File: src/core/pwmr_pkg.sv
// package: register map, field layout and types for the pwm output/reload block
package pwmr_pkg;

  // ---------------------------------------------------------------
  // register byte offsets (aligned words)
  // ---------------------------------------------------------------
  localparam logic [7:0] OFF_CTRL   = 8'h00; // enables, rates, flags
  localparam logic [7:0] OFF_OUT    = 8'h04; // override enables and levels
  localparam logic [7:0] OFF_MOD    = 8'h08; // modulus staging
  localparam logic [7:0] OFF_DEADTIME_COUNT   = 8'h0c; // deadtime count
  localparam logic [7:0] OFF_CNT    = 8'h10; // counter (read only)
  localparam logic [7:0] OFF_ACTMOD = 8'h14; // active modulus (read only)
  localparam logic [7:0] OFF_VAL0   = 8'h20; // duty value 0, 4 bytes apart

  // ---------------------------------------------------------------
  // ctrl field positions
  // ---------------------------------------------------------------
  localparam int CTRL_EN     = 0;  // unit_enable
  localparam int CTRL_LOAD_OKAY   = 1;  // load_okay
  localparam int CTRL_FLAG   = 2;  // reload_flag
  localparam int CTRL_IRQEN  = 3;  // reload_irq_enable
  localparam int CTRL_HALF   = 4;  // half-cycle reloads
  localparam int CTRL_EDGE   = 5;  // edge aligned
  localparam int CTRL_TOPINV = 6;  // top_polarity_invert
  localparam int CTRL_BOTINV = 7;  // bottom_polarity_invert
  localparam int CTRL_PRS_LO = 8;  // prescale_select_lo
  localparam int CTRL_PRS_HI = 9;  // prescale_select_hi
  localparam int CTRL_RELOAD_RATE_SELECT   = 12; // reload_rate_select, 4 bits
  localparam int CTRL_INDEP  = 16; // independent mode per pair, 3 bits
  localparam int CTRL_IVSEL  = 20; // initial_value_select per pair, 3 bits

  // out register: enables in [5:0], levels in [13:8]
  localparam int OUT_LVL = 8;

  localparam logic [1:0] RESP_OK  = 2'b00;
  localparam logic [1:0] RESP_ERR = 2'b10;

  // double-buffered generator parameters
  typedef struct packed {
    logic [1:0]  prescale;
    logic [14:0] modulus;
  } pwmr_load_t;

endpackage : pwmr_pkg

File: src/core/pwmr_top.sv
// pwm output stage with override, polarity and parameter reload
`timescale 1ns/1ps
`default_nettype none

module pwmr_top #(
  parameter int NCH = 6,   // channel count
  parameter int DTW = 8    // deadtime counter width
) (
  // clock and reset
  input  wire  logic        clk,
  input  wire  logic        reset_n,
  // axi4-lite write
  input  wire  logic [7:0]  s_axi_awaddr,
  input  wire  logic        s_axi_awvalid,
  output logic              s_axi_awready,
  input  wire  logic [31:0] s_axi_wdata,
  input  wire  logic [3:0]  s_axi_wstrb,
  input  wire  logic        s_axi_wvalid,
  output logic              s_axi_wready,
  output logic [1:0]        s_axi_bresp,
  output logic              s_axi_bvalid,
  input  wire  logic        s_axi_bready,
  // axi4-lite read
  input  wire  logic [7:0]  s_axi_araddr,
  input  wire  logic        s_axi_arvalid,
  output logic              s_axi_arready,
  output logic [31:0]       s_axi_rdata,
  output logic [1:0]        s_axi_rresp,
  output logic              s_axi_rvalid,
  input  wire  logic        s_axi_rready,
  // power stage gates and reload interrupt
  output logic [NCH-1:0]    pwm_pin,
  output logic              reload_irq
);

  initial begin
    if (NCH != 6) $error("pwmr_top: six channels only");
    if (DTW < 1 || DTW > 16) $error("pwmr_top: bad DTW");
  end

  // ---------------------------------------------------------------
  // registers
  // ---------------------------------------------------------------
  logic [31:0]     ctrl_reg;        // software control word
  logic [5:0]      ovr_en_reg;      // sw_override_enable
  logic [5:0]      ovr_lvl_reg;     // sw_drive_level
  logic [14:0]     mod_stage_reg;   // period_modulus staging
  logic [DTW-1:0]  deadtime_count_reg;        // deadtime_count
  logic [15:0]     val_stage_reg [6]; // duty_value staging
  logic [15:0]     val_act_reg   [6]; // duty_value buffers
  pwmr_pkg::pwmr_load_t act_reg;    // active prescale and modulus
  logic [14:0]     cnt_reg;         // generator counter
  logic            down_reg;        // counting down (center)
  logic [2:0]      pre_reg;         // prescale divider
  logic [3:0]      rate_reg;        // opportunity counter
  logic            en_d_reg;        // delayed enable for edge detect
  logic            first_reg;       // first pwm cycle after enable
  logic [5:0]      gated_reg;       // override owns pin
  logic [5:0]      drv_reg;         // pre-deadtime active levels
  logic [2:0]      src_prev_reg;    // last pair source level
  logic [DTW-1:0]  dt_cnt_reg [3];  // deadtime counters per pair
  logic [5:0]      pin_reg;         // registered pins

  // ---------------------------------------------------------------
  // field decode
  // ---------------------------------------------------------------
  wire en      = ctrl_reg[pwmr_pkg::CTRL_EN];
  wire load_okay    = ctrl_reg[pwmr_pkg::CTRL_LOAD_OKAY];
  wire half    = ctrl_reg[pwmr_pkg::CTRL_HALF];
  wire edge_al = ctrl_reg[pwmr_pkg::CTRL_EDGE];
  wire [3:0] reload_rate_select = ctrl_reg[pwmr_pkg::CTRL_RELOAD_RATE_SELECT +: 4];
  wire [2:0] indep = ctrl_reg[pwmr_pkg::CTRL_INDEP +: 3];
  wire [2:0] ivsel = ctrl_reg[pwmr_pkg::CTRL_IVSEL +: 3];

  // prescaler tick: divisor 1,2,4,8
  wire [2:0] pre_mask = (3'(1) << act_reg.prescale) - 3'(1);
  wire tick = en && ((pre_reg & pre_mask) == pre_mask ||
                     act_reg.prescale == 2'd0);
  wire at_mod   = cnt_reg >= act_reg.modulus - 15'(1);
  wire at_start = tick && (edge_al ? at_mod : (down_reg && cnt_reg <= 15'(1)));
  wire at_mid   = tick && !edge_al && !down_reg && at_mod;
  // opportunities: start always, mid only center with half set
  wire opp      = at_start || (at_mid && half);
  wire en_rise  = en && !en_d_reg;
  wire rate_hit = rate_reg >= reload_rate_select;
  wire do_load  = (opp && rate_hit && load_okay) || (en_rise && load_okay);
  wire set_flag = opp || en_rise;

  // ---------------------------------------------------------------
  // axi4-lite slave, single outstanding per direction
  // ---------------------------------------------------------------
  wire wr_go = s_axi_awvalid && s_axi_wvalid && !s_axi_bvalid;
  assign s_axi_awready = wr_go;
  assign s_axi_wready  = wr_go;
  wire rd_go = s_axi_arvalid && !s_axi_rvalid;
  assign s_axi_arready = rd_go;
  wire [7:0] wa = s_axi_awaddr;
  wire wa_val = wa >= pwmr_pkg::OFF_VAL0 &&
                wa < pwmr_pkg::OFF_VAL0 + 8'h18;
  wire [2:0] wa_idx = 3'((wa - pwmr_pkg::OFF_VAL0) >> 2);
  wire wa_ok = wa_val || wa == pwmr_pkg::OFF_CTRL ||
               wa == pwmr_pkg::OFF_OUT || wa == pwmr_pkg::OFF_MOD ||
               wa == pwmr_pkg::OFF_DEADTIME_COUNT;

  // byte-lane merge shared by every writable register
  function automatic logic [31:0] merge(input logic [31:0] old,
                                        input logic [31:0] nw,
                                        input logic [3:0]  st);
    for (int b = 0; b < 4; b++)
      if (st[b]) old[8*b +: 8] = nw[8*b +: 8];
    return old;
  endfunction : merge

  wire [31:0] ctrl_w = merge(ctrl_reg, s_axi_wdata, s_axi_wstrb);
  wire ctrl_wr = wr_go && wa == pwmr_pkg::OFF_CTRL;
  // flag: writing zero clears, hardware set wins; load_okay self clears
  wire flag_next = set_flag ||
    (ctrl_reg[pwmr_pkg::CTRL_FLAG] &&
     !(ctrl_wr && !ctrl_w[pwmr_pkg::CTRL_FLAG]));
  wire load_okay_next = !do_load &&
    (load_okay || (ctrl_wr && ctrl_w[pwmr_pkg::CTRL_LOAD_OKAY]));

  // read mux
  wire [7:0] ra = s_axi_araddr;
  wire ra_val = ra >= pwmr_pkg::OFF_VAL0 &&
                ra < pwmr_pkg::OFF_VAL0 + 8'h18;
  wire [2:0] ra_idx = 3'((ra - pwmr_pkg::OFF_VAL0) >> 2);
  logic [31:0] rd_word;
  logic        rd_ok;
  always_comb begin
    rd_ok = 1'b1;
    rd_word = 32'h0;
    if (ra_val) rd_word = {16'h0, val_stage_reg[ra_idx]};
    else unique case (ra)
      pwmr_pkg::OFF_CTRL:   rd_word = ctrl_reg;
      pwmr_pkg::OFF_OUT:    rd_word = {18'h0, ovr_lvl_reg, 2'h0, ovr_en_reg};
      pwmr_pkg::OFF_MOD:    rd_word = {17'h0, mod_stage_reg};
      pwmr_pkg::OFF_DEADTIME_COUNT:   rd_word = 32'(deadtime_count_reg);
      pwmr_pkg::OFF_CNT:    rd_word = {17'h0, cnt_reg};
      pwmr_pkg::OFF_ACTMOD: rd_word = {17'h0, act_reg.modulus};
      default:              rd_ok = 1'b0;
    endcase
  end

  // ---------------------------------------------------------------
  // bus side registers
  // ---------------------------------------------------------------
  always_ff @(posedge clk) begin
    if (!reset_n) begin
      ctrl_reg <= 32'h0; ovr_en_reg <= 6'h0; ovr_lvl_reg <= 6'h0;
      mod_stage_reg <= 15'h0; deadtime_count_reg <= '0;
      s_axi_bvalid <= 1'b0; s_axi_bresp <= pwmr_pkg::RESP_OK;
      s_axi_rvalid <= 1'b0; s_axi_rresp <= pwmr_pkg::RESP_OK;
      s_axi_rdata <= 32'h0;
    end else begin
      if (ctrl_wr) ctrl_reg <= ctrl_w;
      ctrl_reg[pwmr_pkg::CTRL_FLAG] <= flag_next;
      ctrl_reg[pwmr_pkg::CTRL_LOAD_OKAY] <= load_okay_next;
      if (wr_go && wa == pwmr_pkg::OFF_OUT) begin
        ovr_en_reg  <= 6'(merge({18'h0, ovr_lvl_reg, 2'h0, ovr_en_reg},
                                s_axi_wdata, s_axi_wstrb));
        ovr_lvl_reg <= 6'(merge({18'h0, ovr_lvl_reg, 2'h0, ovr_en_reg},
                                s_axi_wdata, s_axi_wstrb) >> pwmr_pkg::OUT_LVL);
      end
      if (wr_go && wa == pwmr_pkg::OFF_MOD)
        mod_stage_reg <= 15'(merge({17'h0, mod_stage_reg}, s_axi_wdata,
                                   s_axi_wstrb));
      if (wr_go && wa == pwmr_pkg::OFF_DEADTIME_COUNT)
        deadtime_count_reg <= DTW'(merge(32'(deadtime_count_reg), s_axi_wdata, s_axi_wstrb));
      if (wr_go) begin
        s_axi_bvalid <= 1'b1;
        s_axi_bresp  <= wa_ok ? pwmr_pkg::RESP_OK : pwmr_pkg::RESP_ERR;
      end else if (s_axi_bready) s_axi_bvalid <= 1'b0;
      if (rd_go) begin
        s_axi_rvalid <= 1'b1;
        s_axi_rdata  <= rd_word;
        s_axi_rresp  <= rd_ok ? pwmr_pkg::RESP_OK : pwmr_pkg::RESP_ERR;
      end else if (s_axi_rready) s_axi_rvalid <= 1'b0;
    end
  end

  // duty staging and buffers; reset buffers give duty zero
  always_ff @(posedge clk) begin
    for (int i = 0; i < 6; i++) begin
      if (!reset_n) begin
        val_stage_reg[i] <= 16'h0;
        val_act_reg[i]   <= 16'h0;
      end else begin
        if (wr_go && wa_val && wa_idx == 3'(i))
          val_stage_reg[i] <= 16'(merge({16'h0, val_stage_reg[i]},
                                        s_axi_wdata, s_axi_wstrb));
        if (do_load) val_act_reg[i] <= val_stage_reg[i];
      end
    end
  end

  // ---------------------------------------------------------------
  // generator counter and reload
  // ---------------------------------------------------------------
  // reset buffers give divisor one; modulus left as the staging reset
  always_ff @(posedge clk) begin
    if (!reset_n) begin
      act_reg <= '0;
      cnt_reg <= 15'h0; down_reg <= 1'b0; pre_reg <= 3'h0;
      rate_reg <= 4'h0; en_d_reg <= 1'b0; first_reg <= 1'b0;
    end else begin
      en_d_reg <= en;
      if (do_load) begin
        act_reg.prescale <= {ctrl_reg[pwmr_pkg::CTRL_PRS_HI],
                             ctrl_reg[pwmr_pkg::CTRL_PRS_LO]};
        act_reg.modulus  <= mod_stage_reg;
      end
      if (opp || en_rise)
        rate_reg <= (rate_hit || en_rise) ? 4'h0 : rate_reg + 4'h1;
      if (!en) begin
        cnt_reg <= 15'h0; down_reg <= 1'b0; pre_reg <= 3'h0;
      end else begin
        pre_reg <= pre_reg + 3'h1;
        if (en_rise) first_reg <= 1'b1;
        else if (at_start) first_reg <= 1'b0;
        if (at_mid && do_load) begin
          down_reg <= 1'b1; cnt_reg <= mod_stage_reg - 15'(1);
        end else if (tick) begin
          if (edge_al) cnt_reg <= at_mod ? 15'h0 : cnt_reg + 15'h1;
          else if (at_mid) begin down_reg <= 1'b1; cnt_reg <= cnt_reg - 15'h1; end
          else if (at_start) begin down_reg <= 1'b0; cnt_reg <= 15'h1; end
          else cnt_reg <= down_reg ? cnt_reg - 15'h1 : cnt_reg + 15'h1;
        end
      end
    end
  end

  // ---------------------------------------------------------------
  // generator compare and output selection
  // ---------------------------------------------------------------
  function automatic logic cmp(input logic [15:0] v, input logic [14:0] c);
    return !v[15] && (v[14:0] > c);
  endfunction : cmp

  logic [5:0] gen_out;
  always_comb begin
    for (int p = 0; p < 3; p++) begin
      // first cycle: initial select chooses even or odd duty value
      logic [15:0] pv;
      pv = (first_reg && ivsel[p]) ? val_act_reg[2*p+1] : val_act_reg[2*p];
      gen_out[2*p]   = en && cmp(indep[p] ? val_act_reg[2*p] : pv, cnt_reg);
      gen_out[2*p+1] = en && (indep[p] ? cmp(val_act_reg[2*p+1], cnt_reg)
                                       : !cmp(pv, cnt_reg));
    end
  end

  // generator regains pin only at cycle start (or any time when idle)
  wire [5:0] gated_next = ovr_en_reg |
                          ((at_start || !en) ? 6'h0 : gated_reg);

  // active levels before deadtime
  logic [5:0] drv_next;
  always_comb begin
    for (int p = 0; p < 3; p++) begin
      if (indep[p]) begin
        drv_next[2*p]   = gated_next[2*p] ? ovr_lvl_reg[2*p] : gen_out[2*p];
        drv_next[2*p+1] = gated_next[2*p+1] ? ovr_lvl_reg[2*p+1]
                                            : gen_out[2*p+1];
      end else if (gated_next[2*p]) begin
        drv_next[2*p]   = ovr_lvl_reg[2*p];
        drv_next[2*p+1] = ovr_lvl_reg[2*p+1] && !ovr_lvl_reg[2*p];
      end else begin
        drv_next[2*p]   = gen_out[2*p];
        drv_next[2*p+1] = gen_out[2*p+1];
      end
    end
  end

  // deadtime: source is the even level, counter restarts on every toggle
  logic [5:0] act_lvl;
  always_comb begin
    for (int p = 0; p < 3; p++) begin
      logic busy;
      busy = !indep[p] && (dt_cnt_reg[p] != '0 ||
                           drv_reg[2*p] != src_prev_reg[p]);
      act_lvl[2*p]   = drv_reg[2*p]   && !busy;
      act_lvl[2*p+1] = drv_reg[2*p+1] && !busy;
    end
  end

  wire [5:0] pol_inv = {3{ctrl_reg[pwmr_pkg::CTRL_BOTINV],
                          ctrl_reg[pwmr_pkg::CTRL_TOPINV]}};
  always_ff @(posedge clk) begin
    if (!reset_n) begin
      gated_reg <= 6'h0; drv_reg <= 6'h0; src_prev_reg <= 3'h0;
      pin_reg <= 6'h0;
      for (int p = 0; p < 3; p++) dt_cnt_reg[p] <= '0;
    end else begin
      gated_reg <= gated_next;
      drv_reg   <= drv_next;
      pin_reg   <= act_lvl ^ pol_inv;
      for (int p = 0; p < 3; p++) begin
        src_prev_reg[p] <= drv_reg[2*p];
        // reload full programmed count on toggle: never shorter
        if (drv_reg[2*p] != src_prev_reg[p]) dt_cnt_reg[p] <= deadtime_count_reg;
        else if (dt_cnt_reg[p] != '0) dt_cnt_reg[p] <= dt_cnt_reg[p] - DTW'(1);
      end
    end
  end

  assign pwm_pin    = pin_reg;
  assign reload_irq = ctrl_reg[pwmr_pkg::CTRL_FLAG] &&
                      ctrl_reg[pwmr_pkg::CTRL_IRQEN];

  // ---------------------------------------------------------------
  // assertions
  // ---------------------------------------------------------------
  a_flag_sets: assert property (@(posedge clk) disable iff (!reset_n)
    set_flag |=> ctrl_reg[pwmr_pkg::CTRL_FLAG])
    else $error("reload flag not set");
  a_load_okay_clears: assert property (@(posedge clk) disable iff (!reset_n)
    do_load |=> !load_okay && act_reg.modulus == $past(mod_stage_reg))
    else $error("load did not complete");
  a_enable_flag: assert property (@(posedge clk) disable iff (!reset_n)
    $rose(en) |-> ##1 ctrl_reg[pwmr_pkg::CTRL_FLAG])
    else $error("enable did not set flag");
  a_idle_counter: assert property (@(posedge clk) disable iff (!reset_n)
    !en ##1 !en |-> cnt_reg == 15'h0 && gen_out == 6'h0)
    else $error("counter ran while disabled");
  a_top_polarity: assert property (@(posedge clk) disable iff (!reset_n)
    1'b1 |=> pin_reg[0] == ($past(act_lvl[0]) ^
                            $past(ctrl_reg[pwmr_pkg::CTRL_TOPINV])))
    else $error("top polarity wrong");
  a_bot_polarity: assert property (@(posedge clk) disable iff (!reset_n)
    1'b1 |=> pin_reg[1] == ($past(act_lvl[1]) ^
                            $past(ctrl_reg[pwmr_pkg::CTRL_BOTINV])))
    else $error("bottom polarity wrong");
  a_indep_override: assert property (@(posedge clk) disable iff (!reset_n)
    indep[0] && ovr_en_reg[0] |=> drv_reg[0] == $past(ovr_lvl_reg[0]))
    else $error("override level ignored");
  a_odd_inactive: assert property (@(posedge clk) disable iff (!reset_n)
    !indep[1] && ovr_en_reg[2] && !ovr_lvl_reg[3] |=> !drv_reg[3])
    else $error("odd not deactivated");
  a_deadtime_gap: assert property (@(posedge clk) disable iff (!reset_n)
    !indep[0] && drv_reg[0] != src_prev_reg[0] |-> act_lvl[1:0] == 2'b00)
    else $error("no deadtime on toggle");

endmodule : pwmr_top

`default_nettype wire
File: config.mk
export PLATFORM = sky130hd
export DESIGN_NAME = pwmr_top
export DESIGN_NICKNAME = d
export VERILOG_FILES = /design/src/core/pwmr_pkg.sv /design/src/core/pwmr_top.sv
export SDC_FILE = /design/constraint.sdc
export NUM_CORES = 1
export LEC_CHECK = 0
export ABC_CLOCK_PERIOD_IN_PS = 6700
export CAP_MARGIN = 20
export CORE_UTILIZATION = 60
export CTS_CLUSTER_DIAMETER = 60
export CTS_CLUSTER_SIZE = 28
export DETAILED_ROUTE_END_ITERATION = 12
export DONT_BUFFER_PORTS = 1
export PLACE_DENSITY = 0.76
export SLEW_MARGIN = 30
export SYNTH_ARGS = -nofsm -noshare
export SYNTH_HDL_FRONTEND = slang
export SYNTH_SLANG_ARGS = --single-unit
File: constraint.sdc
create_clock -name clk -period 6.7 [get_ports clk]
set_input_delay 0 -clock clk [delete_from_list [all_inputs] [get_ports clk]]
set_output_delay 0 -clock clk [all_outputs]
set_load 0.05 [all_outputs]
==> out/qor_table.md <==
| Parameter | This run |
|---|---|
| Site row count | 70 |
| Synth unique cells | 81 |
| Final clock period utilization by the worst path | 0.764 |
| RSZ-0062 raised after global routing | false |
| Startpoint type of the worst setup path | flip-flop |
| Summed negative setup slack over all endpoints | 0 ps |
| Sinks on the clock net | 382 |
| Per-cell routed wire length | 26.4 um |
| Final standard cell count with taps included and fillers excluded | 2,743 |
| Layout-stage area growth over the synthesis result | 10.9% |
| Skew-Pair Late Insertion Delay | 610 ps |
| I/O pin total | 107 |
| Total via count in the routed design | 18,600 |
| Number of cells in the design after placement | 2,576 |
| Time the worst path needs with I/O delays and setup | 5120 ps |
| Vertical extent of the die | 194 um |
| Total congestion overflow after global routing | 0 |
| Via count of the first global-routing pass | 17,700 |
| Power per cell area | 212 nW/um2 |
| Clk pin slew, worst setup/hold paths | 90 ps |
| Detailed-placement wirelength estimate | 50.1 mm |
| Worst setup timing slack at the placement stage | 1630 ps |
| Largest net degree at the start of global routing | 84 |
| Buffers added on ports | 0 |
| Required arrival time at the worst endpoint | 7150 ps |
| Total Routed Length | 72.3 mm |
| Synth Register Bits | 382 |
| Start of the worst register-to-register path | act_reg[2] |
| Slew Limit Headroom | 0.338 |
| Worst Skew | 49.1 ps |
| Number of buffers created by CTS | 26 |
| Proportion of synthesized chip area in sequential cells | 0.442 |
| Crit Path Category | reg -> reg |
| Reg2reg end | val_act_reg[3][6] |
| Static leakage power | 9.26 nW |
| Gpl congestion | 1.01 |
| CORE AREA | 36,500 um2 |
| Horiz. Die Dim | 194 um |
| Initial antenna violation count | 9 |
| CTS tree | yes |
| Post-detailed-route via-to-cell ratio | 6.80 |
| Pre-Repair DR Iteration Count | 7 |
| DRC violation total after the first TritonRoute iteration | 2,231 |
| Setup crit end kind | flip-flop |
| Ys flop type | edfxtp_1 |
| CP max FO | 57 |
| Worst Hold Margin | 6.83 ps |
| Data arrival at the endpoint of the critical path | 5570 ps |
| Maximum vdd ir drop | 0.276 mV |
| Top cell type by total area after synthesis | edfxtp_1 |
| H-tree levels | 1 |
| Die Area | 37,800 um2 |
| Post-Syn Area per Cell | 10.0 um2 |
| Max_cap viols | 0 |
| Global-route total usage across every layer | 0.381 |
| Synth area leaders | edfxtp_1, dfxtp_1, ha_1 |
| Post-route setup slack | 1580 ps |
| Final number of max-transition violations | 0 |
| Fmax achieved | 195 MHz |
| Final Util | 0.674 |
| DRC Markers | 0 |
| Worst Min Path Start | reset_n |
| Async S/R FF share, synth | 0 |
| Remaining antenna violation count after routing | 0 |
| Post-synth top area share | 0.292 |
| Transition time of the tightest slew-check pin | 989 ps |
| Number of setup violations in the final report | 0 |
| Logic depth of the worst register-to-register path | 15 |
| Worst hold path class | in -> reg |
| Number of buffers on the longest clock path | 3 |
| Total number of yosys warnings | 0 |
| Starting Density | 0.608 |
| Layout cells sized above 1 | 0.0891 |
| Start point of the critical path | act_reg[2] |
| Outcome | complete, no violations |
| Number of filler instances in the final layout | 2,614 |
| Number of instances in the synthesized netlist | 2,214 |
| Number of enable flip-flop cells after synthesis | 216 |
| Net count of the finished layout | 2,472 |
| Clock root buffer | clkbuf_16 |
| Post-Synthesis Cell Area | 22,200 um2 |
| Flop-to-flop setup slack | 1580 ps |
| Final-report hold violation count | 0 |
| Capturing instance or port of the critical path | val_act_reg[3][6] |
| Wire length of the first global-routing pass | 109 mm |
[Yosys cell counts (6+ instances only)]
cell,number
nor2_1,183
a21oi_1,108
mux2_2,87
mux2i_1,58
clkbuf_1,97
o21bai_1,6
inv_1,46
o22ai_1,19
xor2_1,24
and3_1,13
a31oi_1,14
and2_1,200
nor4_1,22
o32ai_1,9
ha_1,166
a21o_1,20
edfxtp_1,216
o21a_1,15
xnor2_1,37
o221ai_1,9
a41oi_1,9
nand2_1,168
a32oi_1,7
a2111oi_0,7
a22oi_1,49
nand3_1,92
nand4_1,32
mux4_2,16
nand3b_1,9
or3_1,12
dfxtp_1,166
buf_2,17
a211oi_1,40
or2_2,6
nand2b_1,7
buf_1,10
o21ai_0,86
nor3_1,38
nor2b_1,14
[worst min path at each step]
stage / endpoint / slack [ps] / cells past startpoint
global placement: src_prev_reg[0] / 140 / 1
floorplan: ovr_lvl_reg[0] / 150 / 2
CTS: s_axi_rdata[4] / 0.6 / 4
finish: ctrl_reg[1] / 7 / 2
global route: deadtime_count_reg[6] / 20 / 4
detailed placement: src_prev_reg[0] / 140 / 1
[timing repair]
item,4_1_cts,5_1_grt
setup endpoints to repair,0,0
gates resized for setup,0,0
setup buffers,0,0
endpoints found under the hold margin,339,0
hold buffers,111,0
[power breakdown]
part           switching, mW  total, mW  internal (mW)  leakage, nW
logic                  0.368      0.610          0.241         5.13
clock network          0.988       1.90          0.914        0.492
registers              0.114       2.70           2.59         3.64
[worst max-delay path, cell delays in order (launching register included)]
cell	delay [ps]
dfxtp_1	370
or3_1	410
nor2_1	220
nand3_1	210
nor3_1	220
xnor2_1	100
ha_1	320
nand4_1	150
nor4_1	430
a211oi_1	170
a21boi_1	510
o311ai_4	150
buf_4	290
nor2_4	730
buf_4	450
and2_1	200
[layout by cell type (no fill, tap or decap), types with 24 or more instances in the layout]
cell / Yosys / final
a211oi_1: 40 / 40
a21oi_1: 108 / 108
a22oi_1: 49 / 49
and2_1: 200 / 200
buf_4: 3 / 25
clkbuf_16: 0 / 26
dfxtp_1: 166 / 166
dlygate4sd3_1: 0 / 109
edfxtp_1: 216 / 216
ha_1: 166 / 166
inv_1: 46 / 45
mux2_2: 87 / 87
mux2i_1: 58 / 58
nand2_1: 168 / 167
nand3_1: 92 / 92
nand4_1: 32 / 32
nor2_1: 183 / 182
nor3_1: 38 / 38
o21ai_0: 86 / 86
xnor2_1: 37 / 37
xor2_1: 24 / 24
[kinds of logic after synthesis]
kind of cell,share of synthesized area
simple gates,0.187
other cells,0.000169
xor+xnor,0.0241
buf+inv,0.0336
fa+ha+maj,0.0936
compound gates,0.133
flops,0.442
mux,0.0865
[layout make-up]
cell class | count | area, um2 | area share
timing repair buffer | 136 | 1310 | 0.0533
clock inverter | 22 | 380 | 0.0155
antenna | 8 | 20.0 | 0.000813
inverter | 48 | 181 | 0.00737
sequential | 382 | 9810 | 0.398
clock buffer | 26 | 651 | 0.0264
multi-input combinational | 1653 | 11700 | 0.474
tap | 468 | 586 | 0.0238
[per-stage QoR]
step | total power, mW | cell area, um2
after global placement | 3.24 | 22400
final | 5.21 | 24600
after global routing | 5.36 | 24600
after CTS | 5.18 | 24600
after floorplan | 3.14 | 22200
after detailed placement | 3.26 | 22400
[layer usage]
metal  global-route usage  wire [um]  vias up
met2                0.573      31000     1295
met4                0.180       3810        2
met3               0.0786       9460      239
li1                     -          -     8230
met1                0.529      28100     8882
met5                    0         11        -
No activity file was read; power rests on OpenSTA's default activity.
